File: config.mk
export PLATFORM = sky130hd
export DESIGN_NAME = pmc_top
export DESIGN_NICKNAME = d
export VERILOG_FILES = /design/src/include/pmc_pkg.sv /design/src/rtl/pmc_clk_mon.sv /design/src/rtl/pmc_top.sv
export SDC_FILE = /design/constraint.sdc
export NUM_CORES = 1
export LEC_CHECK = 0
export BUFFER_PORTS_ARGS = -buffer_cell sky130_fd_sc_hd__buf_2
export CORE_MARGIN = 3
export CORE_UTILIZATION = 50
export CTS_BUF_LIST = sky130_fd_sc_hd__clkbuf_2 sky130_fd_sc_hd__clkbuf_4 sky130_fd_sc_hd__clkbuf_8
export CTS_CLUSTER_DIAMETER = 50
export DETAILED_ROUTE_END_ITERATION = 10
export PLACE_DENSITY = 0.87
export REMOVE_ABC_BUFFERS = 1
export SLEW_MARGIN = 20
export SYNTH_ARGS = -nofsm -noshare
export SYNTH_HDL_FRONTEND = slang
export SYNTH_SLANG_ARGS = --single-unit
File: constraint.sdc
create_clock -name clk -period 1 [get_ports clk]
set_input_delay 0.1 -clock clk [delete_from_list [all_inputs] [get_ports clk]]
set_output_delay 0.1 -clock clk [all_outputs]
set_load 0.02 [all_outputs]
File: src/include/pmc_pkg.sv
// Package of types and constants for the power mode and clock fail-safe block.
// What this block does
// - Monitor enabled keeps low-power RC running, except Sleep.
// - Clock failure raises trap, switches to fast RC.
// - Fallback fast RC uses PLL if PLL active.
// - Power-save instruction operand selects Sleep or Idle.
// - Sleep halts core and stops system oscillator.
// - Idle halts core, system clock keeps running.
// - Monitor inactive in Sleep, reports no failure.
// - Watchdog enabled keeps low-power RC through Sleep.
// - Watchdog count cleared before Sleep takes effect.
// - Sleep disables system-clocked peripherals.
// - Sleep exits on interrupt, reset, watchdog time-out.
// - Sleep wake restarts on the entry clock source.
// - Idle entry clears the watchdog count.
// - Idle keeps low-power RC if watchdog or monitor.
// - Idle exits on interrupt, reset, watchdog time-out.
// - Idle wake resumes core after two to four cycles.
// - Unlocked next oscillator selection is honoured.
// - Interrupt during entry deferred, then wakes device.
package pmc_pkg;

   // ---------------------------------------------------------------
   // Oscillator source codes.
   // ---------------------------------------------------------------
   localparam logic [2:0] PMC_OSC_FRC = 3'h0;     // Fast RC oscillator.
   localparam logic [2:0] PMC_OSC_FRC_PLL = 3'h1; // Fast RC through the PLL.
   localparam logic [2:0] PMC_OSC_PRI = 3'h2;     // Primary oscillator.
   localparam logic [2:0] PMC_OSC_PRI_PLL = 3'h3; // Primary through the PLL.
   localparam logic [2:0] PMC_OSC_RESET = 3'h0;   // Source after reset.

   // ---------------------------------------------------------------
   // Timing constants.
   // ---------------------------------------------------------------
   localparam int PMC_CLK_PERIOD_NS = 10;   // Period of clk in ns.
   localparam int PMC_IDLE_WAKE_NS = 20;    // Least delay from Idle wake to run.
   localparam int PMC_IDLE_WAKE_CYC = (PMC_IDLE_WAKE_NS + PMC_CLK_PERIOD_NS - 1)
                                      / PMC_CLK_PERIOD_NS; // Rounded up.
   localparam logic [1:0] PMC_WAKE_CNT_INIT = 2'(PMC_IDLE_WAKE_CYC); // Counter load.

   // Power-save operand codes.
   localparam logic PMC_OP_SLEEP = 1'b0;  // Operand selecting Sleep.
   localparam logic PMC_OP_IDLE = 1'b1;   // Operand selecting Idle.

   // Power modes.
   typedef enum logic [2:0] {
      PMC_RUN,
      PMC_ENTER_SLEEP,
      PMC_SLEEP,
      PMC_ENTER_IDLE,
      PMC_IDLE,
      PMC_WAKE
   } pmc_mode_e;

   // Clock gating outputs travelling together.
   typedef struct packed {
      logic core_clk_en;    // Core clock running.
      logic periph_clk_en;  // System-clocked peripherals running.
      logic sys_osc_en;     // System oscillator powered.
      logic low_power_rc_osc_en;        // Low-power RC oscillator powered.
   } pmc_gate_s;

   // Wake sources travelling together.
   typedef struct packed {
      logic irq;         // Enabled interrupt pending.
      logic wdt_timeout; // Watchdog time-out.
   } pmc_wake_s;

endpackage

File: src/rtl/pmc_clk_mon.sv
// Clock failure detector: checks system clock edges against the low-power RC reference.
`timescale 1ns/1ps
module pmc_clk_mon
   import pmc_pkg::*;
(
   clk,
   rst_n,
   enable,
   sys_clk_in,
   ref_clk_in,
   fail
);
   input wire logic clk;        // Block clock.
   input wire logic rst_n;      // Synchronised reset, active low.
   input wire logic enable;     // Monitor is armed.
   input wire logic sys_clk_in; // Monitored clock, from a pin.
   input wire logic ref_clk_in; // Reference clock, from a pin.
   output logic fail;           // One-cycle failure pulse.

   // ---------------------------------------------------------------
   // State of the detector.
   // ---------------------------------------------------------------
   typedef struct packed {
      logic [1:0] sys_sync;  // Two-stage synchroniser for the monitored clock.
      logic [1:0] ref_sync;  // Two-stage synchroniser for the reference.
      logic sys_prev;        // Previous synchronised monitored level.
      logic ref_prev;        // Previous synchronised reference level.
      logic seen;            // A monitored edge arrived this reference period.
      logic fail;            // Failure pulse.
   } pmc_mon_s;

   pmc_mon_s st_r;
   pmc_mon_s st_nxt;

   // Next-state logic: a reference rising edge closes a period.
   always_comb begin
      st_nxt = st_r;
      st_nxt.sys_sync = {st_r.sys_sync[0], sys_clk_in};
      st_nxt.ref_sync = {st_r.ref_sync[0], ref_clk_in};
      st_nxt.sys_prev = st_r.sys_sync[1];
      st_nxt.ref_prev = st_r.ref_sync[1];
      st_nxt.fail = 1'b0;
      if (st_r.sys_sync[1] != st_r.sys_prev) begin
         st_nxt.seen = 1'b1;
      end
      if (!enable) begin
         // Disarmed, for example in Sleep: never report.
         st_nxt.seen = 1'b0;
      end else if (st_r.ref_sync[1] && !st_r.ref_prev) begin
         // No monitored edge during a whole reference period is a failure.
         st_nxt.fail = !st_r.seen;
         st_nxt.seen = 1'b0;
      end
   end

   // State register.
   always_ff @(posedge clk or negedge rst_n) begin
      if (!rst_n) begin
         st_r <= '0;
      end else begin
         st_r <= st_nxt;
      end
   end

   assign fail = st_r.fail;
endmodule

File: src/rtl/pmc_top.sv
// Power mode sequencer and clock fail-safe controller.
`timescale 1ns/1ps
module pmc_top
   import pmc_pkg::*;
(
   clk,
   resetn,
   pwrsave_exec,
   pwrsave_operand,
   wake_in,
   clock_failure_monitor_enable,
   wdt_enable,
   cfg_locked,
   next_osc_select,
   osc_switch_req,
   pll_active,
   sys_clk_in,
   ref_clk_in,
   gate,
   cur_osc,
   wdt_clear,
   clock_fail_trap,
   core_resume,
   mode_sleep,
   mode_idle
);
   input wire logic clk;                   // 100 MHz clock.
   input wire logic resetn;                // Asynchronous reset, active low.
   input wire logic pwrsave_exec;          // Core executes the power-save instruction.
   input wire logic pwrsave_operand;       // Operand: sleep or idle.
   input wire pmc_pkg::pmc_wake_s wake_in; // Wake sources.
   input wire logic clock_failure_monitor_enable;           // Clock failure monitor enabled.
   input wire logic wdt_enable;            // Watchdog enabled.
   input wire logic cfg_locked;            // Clock configuration locked.
   input wire logic [2:0] next_osc_select; // Requested oscillator source.
   input wire logic osc_switch_req;        // Request to apply the selection.
   input wire logic pll_active;            // PLL scales the current clock.
   input wire logic sys_clk_in;            // Monitored system clock.
   input wire logic ref_clk_in;            // Low-power RC reference clock.
   output pmc_pkg::pmc_gate_s gate;        // Clock and oscillator enables.
   output logic [2:0] cur_osc;             // Current oscillator source.
   output logic wdt_clear;                 // Watchdog count clear pulse.
   output logic clock_fail_trap;           // Clock failure trap pulse.
   output logic core_resume;               // Core resumes after Idle, pulse.
   output logic mode_sleep;                // In Sleep.
   output logic mode_idle;                 // In Idle.

   // ---------------------------------------------------------------
   // Reset release and state.
   // ---------------------------------------------------------------
   logic [1:0] rst_sync_r; // Reset release synchroniser.
   logic rst_n;            // Synchronised reset.

   // All state of the sequencer.
   typedef struct packed {
      pmc_mode_e mode;      // Power mode.
      logic [2:0] osc;      // Current oscillator source.
      logic [2:0] sleep_osc; // Source held across Sleep.
      logic [1:0] wake_cnt; // Idle wake delay counter.
      logic wake_pend;      // Deferred wake from the entry cycle.
      logic wdt_clear;      // Watchdog clear pulse.
      logic trap;           // Trap pulse.
      logic resume;         // Resume pulse.
      logic [1:0] wake_sync_irq; // Synchroniser for interrupt.
      logic [1:0] wake_sync_wdt; // Synchroniser for watchdog time-out.
      pmc_gate_s gate;      // Registered gate outputs.
   } pmc_state_s;

   pmc_state_s st_r;
   pmc_state_s st_nxt;
   logic mon_fail;    // Failure pulse from the detector.
   logic mon_enable;  // Detector armed.
   logic wake_any;    // Synchronised wake request.

   // Two flip-flops release the reset synchronously.
   always_ff @(posedge clk or negedge resetn) begin
      if (!resetn) begin
         rst_sync_r <= 2'h0;
      end else begin
         rst_sync_r <= {rst_sync_r[0], 1'b1};
      end
   end
   assign rst_n = rst_sync_r[1];

   // The detector runs only outside Sleep.
   assign mon_enable = clock_failure_monitor_enable && (st_r.mode != PMC_SLEEP)
                       && (st_r.mode != PMC_ENTER_SLEEP);

   // ---------------------------------------------------------------
   // Clock failure detector.
   // ---------------------------------------------------------------
   pmc_clk_mon u_mon (
      .clk(clk),
      .rst_n(rst_n),
      .enable(mon_enable),
      .sys_clk_in(sys_clk_in),
      .ref_clk_in(ref_clk_in),
      .fail(mon_fail)
   );

   assign wake_any = st_r.wake_sync_irq[1] || st_r.wake_sync_wdt[1];

   // ---------------------------------------------------------------
   // Sequencer next-state logic.
   // ---------------------------------------------------------------
   always_comb begin
      st_nxt = st_r;
      st_nxt.wake_sync_irq = {st_r.wake_sync_irq[0], wake_in.irq};
      st_nxt.wake_sync_wdt = {st_r.wake_sync_wdt[0], wake_in.wdt_timeout};
      st_nxt.wdt_clear = 1'b0;
      st_nxt.trap = 1'b0;
      st_nxt.resume = 1'b0;
      // Software selection, only while unlocked and running.
      if (osc_switch_req && !cfg_locked && st_r.mode == PMC_RUN) begin
         st_nxt.osc = next_osc_select;
      end
      // Failure moves to fast RC, through the PLL if it was in use.
      if (mon_fail) begin
         st_nxt.trap = 1'b1;
         st_nxt.osc = pll_active ? PMC_OSC_FRC_PLL : PMC_OSC_FRC;
      end
      case (st_r.mode)
         PMC_RUN: begin
            if (pwrsave_exec) begin
               // Operand picks the mode; watchdog is cleared on entry.
               st_nxt.mode = (pwrsave_operand == PMC_OP_SLEEP) ? PMC_ENTER_SLEEP
                             : PMC_ENTER_IDLE;
               st_nxt.wdt_clear = wdt_enable;
               st_nxt.wake_pend = 1'b0;
            end
         end
         PMC_ENTER_SLEEP: begin
            // Entry completes first; a coincident wake is held.
            st_nxt.sleep_osc = st_r.osc;
            st_nxt.wake_pend = wake_any;
            st_nxt.mode = PMC_SLEEP;
         end
         PMC_ENTER_IDLE: begin
            st_nxt.wake_pend = wake_any;
            st_nxt.mode = PMC_IDLE;
         end
         PMC_SLEEP: begin
            if (wake_any || st_r.wake_pend) begin
               // Restart on the entry source.
               st_nxt.osc = st_r.sleep_osc;
               st_nxt.mode = PMC_RUN;
               st_nxt.wake_pend = 1'b0;
            end
         end
         PMC_IDLE: begin
            if (wake_any || st_r.wake_pend) begin
               st_nxt.mode = PMC_WAKE;
               st_nxt.wake_cnt = PMC_WAKE_CNT_INIT;
               st_nxt.wake_pend = 1'b0;
            end
         end
         PMC_WAKE: begin
            // Core clock is back; count down before resuming.
            if (st_r.wake_cnt <= 2'h1) begin
               st_nxt.mode = PMC_RUN;
               st_nxt.resume = 1'b1;
            end else begin
               st_nxt.wake_cnt = st_r.wake_cnt - 2'h1;
            end
         end
         default: begin
            st_nxt.mode = PMC_RUN;
         end
      endcase
      // Gates follow the next mode.
      st_nxt.gate.core_clk_en = (st_nxt.mode == PMC_RUN) || (st_nxt.mode == PMC_WAKE)
                                || (st_nxt.mode == PMC_ENTER_SLEEP)
                                || (st_nxt.mode == PMC_ENTER_IDLE);
      st_nxt.gate.periph_clk_en = (st_nxt.mode != PMC_SLEEP);
      st_nxt.gate.sys_osc_en = (st_nxt.mode != PMC_SLEEP);
      if (st_nxt.mode == PMC_SLEEP) begin
         st_nxt.gate.low_power_rc_osc_en = wdt_enable;
      end else begin
         st_nxt.gate.low_power_rc_osc_en = wdt_enable || clock_failure_monitor_enable;
      end
   end

   // State register.
   always_ff @(posedge clk or negedge rst_n) begin
      if (!rst_n) begin
         st_r <= '{mode: PMC_RUN, osc: PMC_OSC_RESET, sleep_osc: PMC_OSC_RESET,
                   wake_cnt: 2'h0, wake_pend: 1'b0, wdt_clear: 1'b0, trap: 1'b0,
                   resume: 1'b0, wake_sync_irq: 2'h0, wake_sync_wdt: 2'h0,
                   gate: '{core_clk_en: 1'b1, periph_clk_en: 1'b1,
                           sys_osc_en: 1'b1, low_power_rc_osc_en: 1'b0}};
      end else begin
         st_r <= st_nxt;
      end
   end

   // ---------------------------------------------------------------
   // Outputs.
   // ---------------------------------------------------------------
   assign gate = st_r.gate;
   assign cur_osc = st_r.osc;
   assign wdt_clear = st_r.wdt_clear;
   assign clock_fail_trap = st_r.trap;
   assign core_resume = st_r.resume;
   assign mode_sleep = (st_r.mode == PMC_SLEEP);
   assign mode_idle = (st_r.mode == PMC_IDLE);
endmodule

# Word level (Yosys, flattened, before mapping)
# Index checks and enable logic that the tools add are counted.
# totals
regBits	32
latchBits	0
ram_bits	0
mem_bits_ro	0
input_bits	16
output_inout_bits	12
n_memories	0
# classes
addsub	1
mul	0
n_div	0
n_lt_le_gt_ge	1
n_eq_ne	18
n_shift	0
mux	25
n_bitwise	0
n_reduce_logical	21
# op_table
cell	n
$mux W3	7
$pmux W3 S6	1
$eq A3 B2 Y1 const B	4
$mux W1	10
$eq A3 B3 Y1 const B	3
$mux W2	4
$eq A3 B1 Y1 const B	2
$logic_not A3 Y1	2
$logic_or A1 B1 Y1	6
$mux W6	1
$ne A3 B2 Y1 const B	2
$logic_and A1 B1 Y1	5
$ne A2 B1 Y1 const B	2
$ne A2 B2 Y1 const B	2
$pmux W1 S4	1
$pmux W2 S2	1
$reduce_and A4 Y1	1
$reduce_bool A4 Y1	1
$logic_not A1 Y1	3
$ne A3 B1 Y1 const B	1
$ne A3 B3 Y1 const B	1
$reduce_and A3 Y1	1
$le A2 B1 Y1 const B	1
$reduce_bool A2 Y1	1
other kinds (3)	3

# Logic depth before layout (Yosys ltp)
# Gate-level depths: netlist of run 1.
# logic_depth
ltp_word	11
depth_mapped	6
depth_no_buf	6

# Cells and area by module
# From an unflattened synthesis of run 1, not the netlist that was laid out.
# unflattened
cells_unflattened	114
hier_area_um2	1358.8
# modules_own_cells
module	n_inst	cells_each	area_each_um2	seq_area_each_um2
pmc_top	1	102	1126.1	603.1
pmc_clk_mon	1	12	232.7	200.2

# Worst setup path before layout of run 1
# OpenSTA, ideal clock, no wires.
# synth_timing
path_kind	register to register
start	reg st_r[21] in the netlist's numbering
end	reg st_r (netlist bit gate[3])
arrival_time_ps	1185
slack_ps	-283
path_stages_with_launch	5
path_buffers	1
cell_sequence	dfrtp_1 -> buf_6 -> nand2b_2 -> nor2_1 -> a21oi_1
# synth_rtl
item	line	source
start, declared	pmc_top.sv:69	pmc_state_s st_r;
start signal, assigned	pmc_top.sv:186	st_r <= '{mode: PMC_RUN, osc: PMC_OSC_RESET, sleep_osc: PMC_OSC_RESET,
start signal, assigned	pmc_top.sv:192	st_r <= st_nxt;

==> summary.txt, run 1 <==
Pwr
  – Cell Pwr Density: 2700 mW/mm2
  – Pleak: 1.01 nW
  – Worst VDD drop: 2.10 mV

Floorplan
  – Die width: 57.9 um
  – Ports: 28
  – Die Ht: 57.9 um
  – Die Area: 0.00335 mm2
  – Core area: 0.00252 mm2
  – Initial core utilization: 53.4%
  – # rows: 18

Critical path
  – Worst-path fanout max: 6
  – Critical-path top delay cell: dfrtp_1
  – Crit path buf inv count: 2
  – Critical Path AT: 1.70 ns
  – Crit. End Element: flop
  – Crit-path leading delay family: flip-flops
  – Worst path cell trace: buf_6 -> buf_12 -> nor3_4 -> mux2i_1 -> a21oi_1
  – CP Launch Type: flop
  – CP peak stage delay: 0.42 ns
  – CP Data Required Time: 1.24 ns
  – WS Path Type: reg -> reg

Timing
  – Final worst slack: -0.460 ns
  – Worst hold margin: 0.0371 ns
  – Fin. Hold Viols: 0
  – Final period utilization: 146%
  – Finish-stage setup viols: 26
  – RSZ-0062 raised after global routing: true
  – Clk_skew: 0.0103 ns
  – Post-layout min period: 1.46 ns
  – Fmax: 0.685 GHz
  – Fin. max-slew vios: 0

Finish
  – Multi-input gate area: 594 um2
  – FF/Latch Area: 806 um2
  – Area growth syn-to-layout: 55.3%
  – Final instance area: 0.00209 mm2
  – Share of layout cells above drive strength 1: 56.9%
  – Ant diodes: 0
  – Fill cell count: 116
  – Nets: 197
  – Final std cells w/o fill: 211

Outcome
  – Outcome: finished, violations left
  – Failing checks: negative setup slack

Synthesis
  – Post-synth top area cell: dfrtp_1
  – Top area cells in the synthesized netlist: dfrtp_1 56%, buf_4 4.5%, dfstp_2 3.9%, nor2_1 3.1%, a21oi_1 3.0%
  – Synth top area share: 55.7%
  – Post-Synthesis Cells: 115
  – Warnings from Yosys: 0
  – FF+latch count, synth: 32
  – Yosys cell types: 34
  – Post-Syn Area: 0.00135 mm2
  – Mean area per synthesized cell: 11.7 um2
  – Sequential area share after synthesis: 59.6%

Placed design
  – PortBufs: 27
  – Placed Area: 0.00155 mm2
  – Dpl ws: -0.272 ns
  – Detail Placement HPWL: 1.87 mm
  – GP Congestion: 0.859
  – Cell total after placement: 176

GRT
  – Total gr overflow: 0
  – Global-route wire length before repair: 5.15 mm
  – Largest net degree at the start of global routing: 16
  – Initial antenna violation count: 0
  – Vias in the first global route: 1161
  – Overall Global Routing Usage: 21.2%

CTS
  – H-tree Lvls: 2
  – Clock sinks: 32
  – CTS clk-pin slew, worst paths: 0.11 ns
  – Clk Latency, worst-skew pair: 0.35 ns
  – CTS tree: built
  – Worst-case clock buffer depth: 2
  – Number of CTS-inserted buffers: 5
  – CTS Root Buffer Type: clkbuf_4

Hold path
  – Min-Delay Path Class: in -> reg

Routing
  – Drt wl/cell: 18.2 um
  – Post-Route WL: 3.85 mm
  – Remaining DRCs: 0
  – Post-detailed-route count of antenna-violating nets: 0
  – Total vias in the final route: 1169
  – Routed vias/inst: 5.54
  – Initial DRC count: 59
  – Drt pass-1 iters: 4

Run
  – Max-cap violations: 0
==> worst register-to-register path, delay by kind of cell (launching register included) <==
kind,cells,cell delay [ns]
buffers and inverters,2,0.29
DFF,1,0.42
muxes,1,0.32
AOI/OAI and AO/OA,1,0.07
and+or+nand+nor,1,0.26
==> path summary, 6_finish.rpt <==
kind,from,end,slack [ns],cells past startpoint
setup / recovery,st_r[22]$_DFF_PN0_,cur_osc[0]$_DFF_PN0_,-0.46,5
hold / removal,next_osc_select[1],cur_osc[1]$_DFF_PN0_,0.04,3
setup reg to reg,st_r[22]$_DFF_PN0_,cur_osc[0]$_DFF_PN0_,-0.46,5
hold reg to reg,rst_sync_r[1]$_DFF_PN0_,cur_osc[2]$_DFF_PN0_,0.21,1
max in group asynchronous,rst_sync_r[1]$_DFF_PN0_,gate[3]$_DFF_PN1_,0.53,1
min in group asynchronous,resetn,rst_sync_r[0]$_DFF_PN0_,0.05,2
==> final cells by class <==
cell class | instances | area share [%]
Clock buffer | 5 | 1.79
Clock inverter | 3 | 0.897
Inverter | 3 | 0.538
Multi-Input combinational cell | 69 | 28.4
Sequential cell | 32 | 38.5
Tap cell | 30 | 1.79
Timing Repair Buffer | 69 | 28.1
==> per-stage QoR <==
step / utilization (%) / power [mW] / setup TNS, ns
after floorplan: - / 2.83 / -3.40
after global placement: 61.3 / 3.35 / -2.69
after detailed placement: 61.3 / 3.44 / -3.37
after CTS: 74.1 / 4.78 / -5.32
after global routing: 83.0 / 5.93 / -7.15
final: 83.0 / 5.66 / -6.09
==> cell families after synthesis <==
| logic type | count (synthesis) | synth area share (%) |
|---|---|---|
| xor gates and xnor gates | 1 | 0.650 |
| AOI/OAI and AO/OA | 20 | 8.45 |
| other | 1 | 0.278 |
| buffers and inverters | 14 | 7.24 |
| and+or+nand+nor | 39 | 17.4 |
| adders and majority gates | 1 | 0.928 |
| muxes | 7 | 5.48 |
| DFF | 32 | 59.6 |
==> synthesized netlist by cell type <==
cell type / count
a21o_1: 2
a21oi_1: 8
a31o_2: 1
and2_0: 1
and2_1: 1
and3_1: 1
buf_4: 8
buf_6: 2
clkbuf_1: 1
conb_1: 1
dfrtp_1: 30
dfstp_2: 2
ha_1: 1
inv_1: 3
mux2_2: 3
mux2i_1: 4
nand2_1: 6
nand2b_1: 5
nand2b_2: 1
nand2b_4: 1
nand3_1: 1
nand3b_1: 2
nor2_1: 11
nor3_1: 2
nor3_2: 1
nor3_4: 2
nor4_1: 2
o211ai_1: 1
o21ai_0: 4
o21ai_1: 3
o31ai_1: 1
or2_1: 1
or2_2: 1
xor2_1: 1
==> where the power goes <==
| part | internal (mW) | switching [mW] | total (mW) |
|---|---|---|---|
| registers | 1.61 | 0.250 | 1.87 |
| clock network | 0.269 | 0.473 | 0.742 |
| logic | 1.63 | 1.42 | 3.05 |
| total | 3.52 | 2.14 | 5.66 |
==> cell usage in the layout, fill, tap and decap left out, types with 2 or more instances in the layout <==
| master | instances |
|---|---|
| mux2i_1 | 4 |
| nor3_4 | 3 |
| nor4_4 | 2 |
| nand2b_1 | 2 |
| nor2_1 | 7 |
| nand3b_1 | 2 |
| o21ai_1 | 4 |
| buf_6 | 20 |
| buf_2 | 17 |
| nand2b_4 | 5 |
| buf_4 | 23 |
| clkbuf_4 | 5 |
| a21oi_1 | 6 |
| nor2_4 | 4 |
| nand2_1 | 4 |
| dfrtp_1 | 28 |
| dfstp_2 | 2 |
| a21o_1 | 2 |
| inv_1 | 3 |
| mux2_2 | 2 |
| clkinv_2 | 2 |
| nand2_4 | 2 |
| dfrtp_2 | 2 |
| dlygate4sd3_1 | 7 |
| a21oi_2 | 2 |
| and2_4 | 2 |
==> timing repair <==
| action | CTS | global route |
|---|---|---|
| resized for setup | 34 | 34 |
| endpoints found under the hold margin | 7 | 0 |
| buffers inserted | 11 | 11 |
| pin swaps | 11 | 13 |
| hold buffers | 7 | 0 |
| setup endpoints to repair | 26 | 29 |
==> metal layers <==
layer  up-vias  part of all wire (%)  global-route usage (%)
li1        512                     -                       -
met1       580                    38                    23.6
met2        56                    52                    35.3
met3        21                   6.6                    7.57
met4         0                   3.8                    11.6
met5         -                     0                       0
==> sequential cells by signal, summed over array words and instances (netlist names) <==
name             cells
wdt_clear            1
clock_fail_trap      1
st_nxt               2
u_mon.st_r           3
st_r                11
cur_osc              3
core_resume          1
u_mon.fail           1
gate                 3
u_mon.st_nxt         4
rst_sync_r           2
Note: power is estimated with default switching activity, not from simulation.
==> run 2: changes to the inputs <==
--- a/config.mk
+++ b/config.mk
@@ -5,13 +5,13 @@
 export SDC_FILE = /design/constraint.sdc
 export NUM_CORES = 1
 export LEC_CHECK = 0
-export BUFFER_PORTS_ARGS = -buffer_cell sky130_fd_sc_hd__buf_2
+export BUFFER_PORTS_ARGS = -buffer_cell sky130_fd_sc_hd__clkbuf_2
 export CORE_MARGIN = 3
 export CORE_UTILIZATION = 50
 export CTS_BUF_LIST = sky130_fd_sc_hd__clkbuf_2 sky130_fd_sc_hd__clkbuf_4 sky130_fd_sc_hd__clkbuf_8
 export CTS_CLUSTER_DIAMETER = 50
 export DETAILED_ROUTE_END_ITERATION = 10
-export PLACE_DENSITY = 0.87
+export PLACE_DENSITY = 0.77
 export REMOVE_ABC_BUFFERS = 1
 export SLEW_MARGIN = 20
 export SYNTH_ARGS = -nofsm -noshare
==> run 2 against run 1 <==
Against the previous run: non-clock buffer count decreased by 5; the flow still finishes with violations (negative setup slack); clock-buffer cell count is 2 higher; worst hold slack improved by 0.029 ns; worst setup slack got worse by 0.0015 ns; sequential power about the same; combinational power up 3%; sequential cell count unchanged; utilization is 1.4 points higher.
==> summary.txt, run 2 (synthesis results as in run 1) <==
GRT
  – Initial antenna violation count: 0
  – Total gr overflow: 0
  – Global-route wire length before repair: 5.43 mm
  – Largest net degree at the start of global routing: 24
  – Overall Global Routing Usage: 23.0%
  – Vias in the first global route: 1130

Timing
  – Final period utilization: 146%
  – Clk_skew: 0.0110 ns
  – Fin. max-slew vios: 0
  – Finish-stage setup viols: 24
  – Post-layout min period: 1.46 ns
  – Final worst slack: -0.462 ns
  – RSZ-0062 raised after global routing: true
  – Fin. Hold Viols: 0
  – Fmax: 0.684 GHz

Routing
  – Initial DRC count: 31
  – Met3 WL: 156 um
  – Max Used Layer: met4
  – Total vias in the final route: 1102
  – Post-Route WL: 3.64 mm
  – Routed vias/inst: 5.35
  – Routed wl met2: 1.95 mm
  – Remaining DRCs: 0
  – Drt wl/cell: 17.6 um
  – Post-detailed-route count of antenna-violating nets: 0
  – Wl on met1: 1.39 mm
  – Drt pass-1 iters: 4

CTS
  – Worst-case clock buffer depth: 2
  – H-tree Lvls: 2
  – CTS tree: built
  – Number of CTS-inserted buffers: 5
  – CTS Root Buffer Type: clkbuf_4
  – CTS clk-pin slew, worst paths: 0.10 ns
  – Clock sinks: 32
  – Clk Latency, worst-skew pair: 0.34 ns

Run
  – Max-cap violations: 0

Placed design
  – Dpl ws: -0.292 ns
  – Detail Placement HPWL: 1.93 mm
  – GP Congestion: 0.837
  – PortBufs: 27

Floorplan
  – Die Ht: 57.9 um
  – # rows: 18
  – Core area: 0.00252 mm2
  – Die width: 57.9 um
  – Initial core utilization: 53.4%
  – Ports: 28
  – Die Area: 0.00335 mm2

Critical path
  – Critical-path top delay cell: dfrtp_2
  – Crit. End Element: flop
  – Worst path cell trace: buf_6 -> nor3_4 -> nand3b_1 -> mux2i_1 -> o21ai_1
  – CP Data Required Time: 1.23 ns
  – Critical Path AT: 1.69 ns
  – Reg2reg setup slack: -0.46 ns
  – RR Endpoint: cur_osc[1]$_DFF_PN0_
  – Reg2reg path depth: 5
  – Crit-path leading delay family: flip-flops
  – Crit path buf inv count: 1
  – Stages on worst setup path: 5
  – WS Path Type: reg -> reg
  – CP Launch Type: flop
  – R2R Path Start: st_r[21]$_DFF_PN0_
  – CP peak stage delay: 0.43 ns
  – Worst-path fanout max: 6

Finish
  – Ant diodes: 0
  – Nets: 192
  – Post-layout util: 84.4%
  – Share of layout cells above drive strength 1: 59.1%
  – Largest register FFs: 11
  – Area growth syn-to-layout: 58.0%
  – Most frequent cells in the layout: 28 x dfrtp_1, 19 x clkbuf_2, 19 x buf_4
  – Register bank with the most flops: st_r
  – Most common library cell in the layout ignoring fill and taps: dfrtp_1
  – Fill cell count: 121

Pwr
  – Pleak: 1.00 nW
  – Worst VDD drop: 2.18 mV
  – Cell Pwr Density: 2860 mW/mm2

Outcome
  – Outcome: finished, violations left
  – Failing checks: negative setup slack

Hold path
  – Min-Delay Path Class: in -> async
-- run 2: area by class of cell --
cell class              count  area, um2  area share, %
clock inverters             1       30.0           1.41
multi-input cells          69        637           29.9
flip-flops and latches     32        806           37.8
repair buffers             64        543           25.5
well taps                  30       37.5           1.76
inverters                   3       11.3          0.529
clock buffers               7       65.1           3.06
-- run 2: worst max path at each step --
| stage | start | to | slack [ns] |
|---|---|---|---|
| final | st_r[21]$_DFF_PN0_ | cur_osc[1]$_DFF_PN0_ | -0.46 |
| after global placement | st_r[20]$_DFF_PN0_ | gate[0]$_DFF_PN0_ | -0.23 |
| after floorplan | st_r[20]$_DFF_PN0_ | gate[0]$_DFF_PN0_ | -0.31 |
| after detailed placement | st_r[21]$_DFF_PN0_ | cur_osc[2]$_DFF_PN0_ | -0.29 |
| after CTS | st_r[22]$_DFF_PN0_ | mode_idle | -0.33 |
| after global routing | st_r[21]$_DFF_PN0_ | cur_osc[1]$_DFF_PN0_ | -0.55 |
-- run 2: repair_timing --
item / in CTS / in global routing
pin swaps: 12 / 13
gates resized for setup: 41 / 38
setup endpoints to repair: 27 / 27
hold buffers: 7 / 0
setup buffers: 10 / 5
endpoints found under the hold margin: 8 / 0
-- run 2: report_power, final --
part | switching, mW | internal, mW
clock network | 0.438 | 0.663
registers | 0.234 | 1.62
logic | 1.51 | 1.62
total | 2.18 | 3.90
-- run 2: per-layer routing --
metal,up-vias,track usage [%]
li1,502,-
met1,550,24.3
met2,35,40.8
met3,15,4.90
met4,0,15.2
met5,-,0
-- run 2: metrics by stage --
stage	hold WS, ns	instance area, um2	std cells	power [mW]	setup TNS (ns)
after floorplan	-0.196	1260	104	2.83	-3.40
after global placement	-0.115	1570	179	3.44	-3.00
after detailed placement	-0.112	1570	179	3.55	-3.87
after CTS	0.0512	1980	204	5.42	-4.98
after global routing	0.0644	2130	206	6.37	-6.90
final	0.0661	2130	206	6.09	-5.87
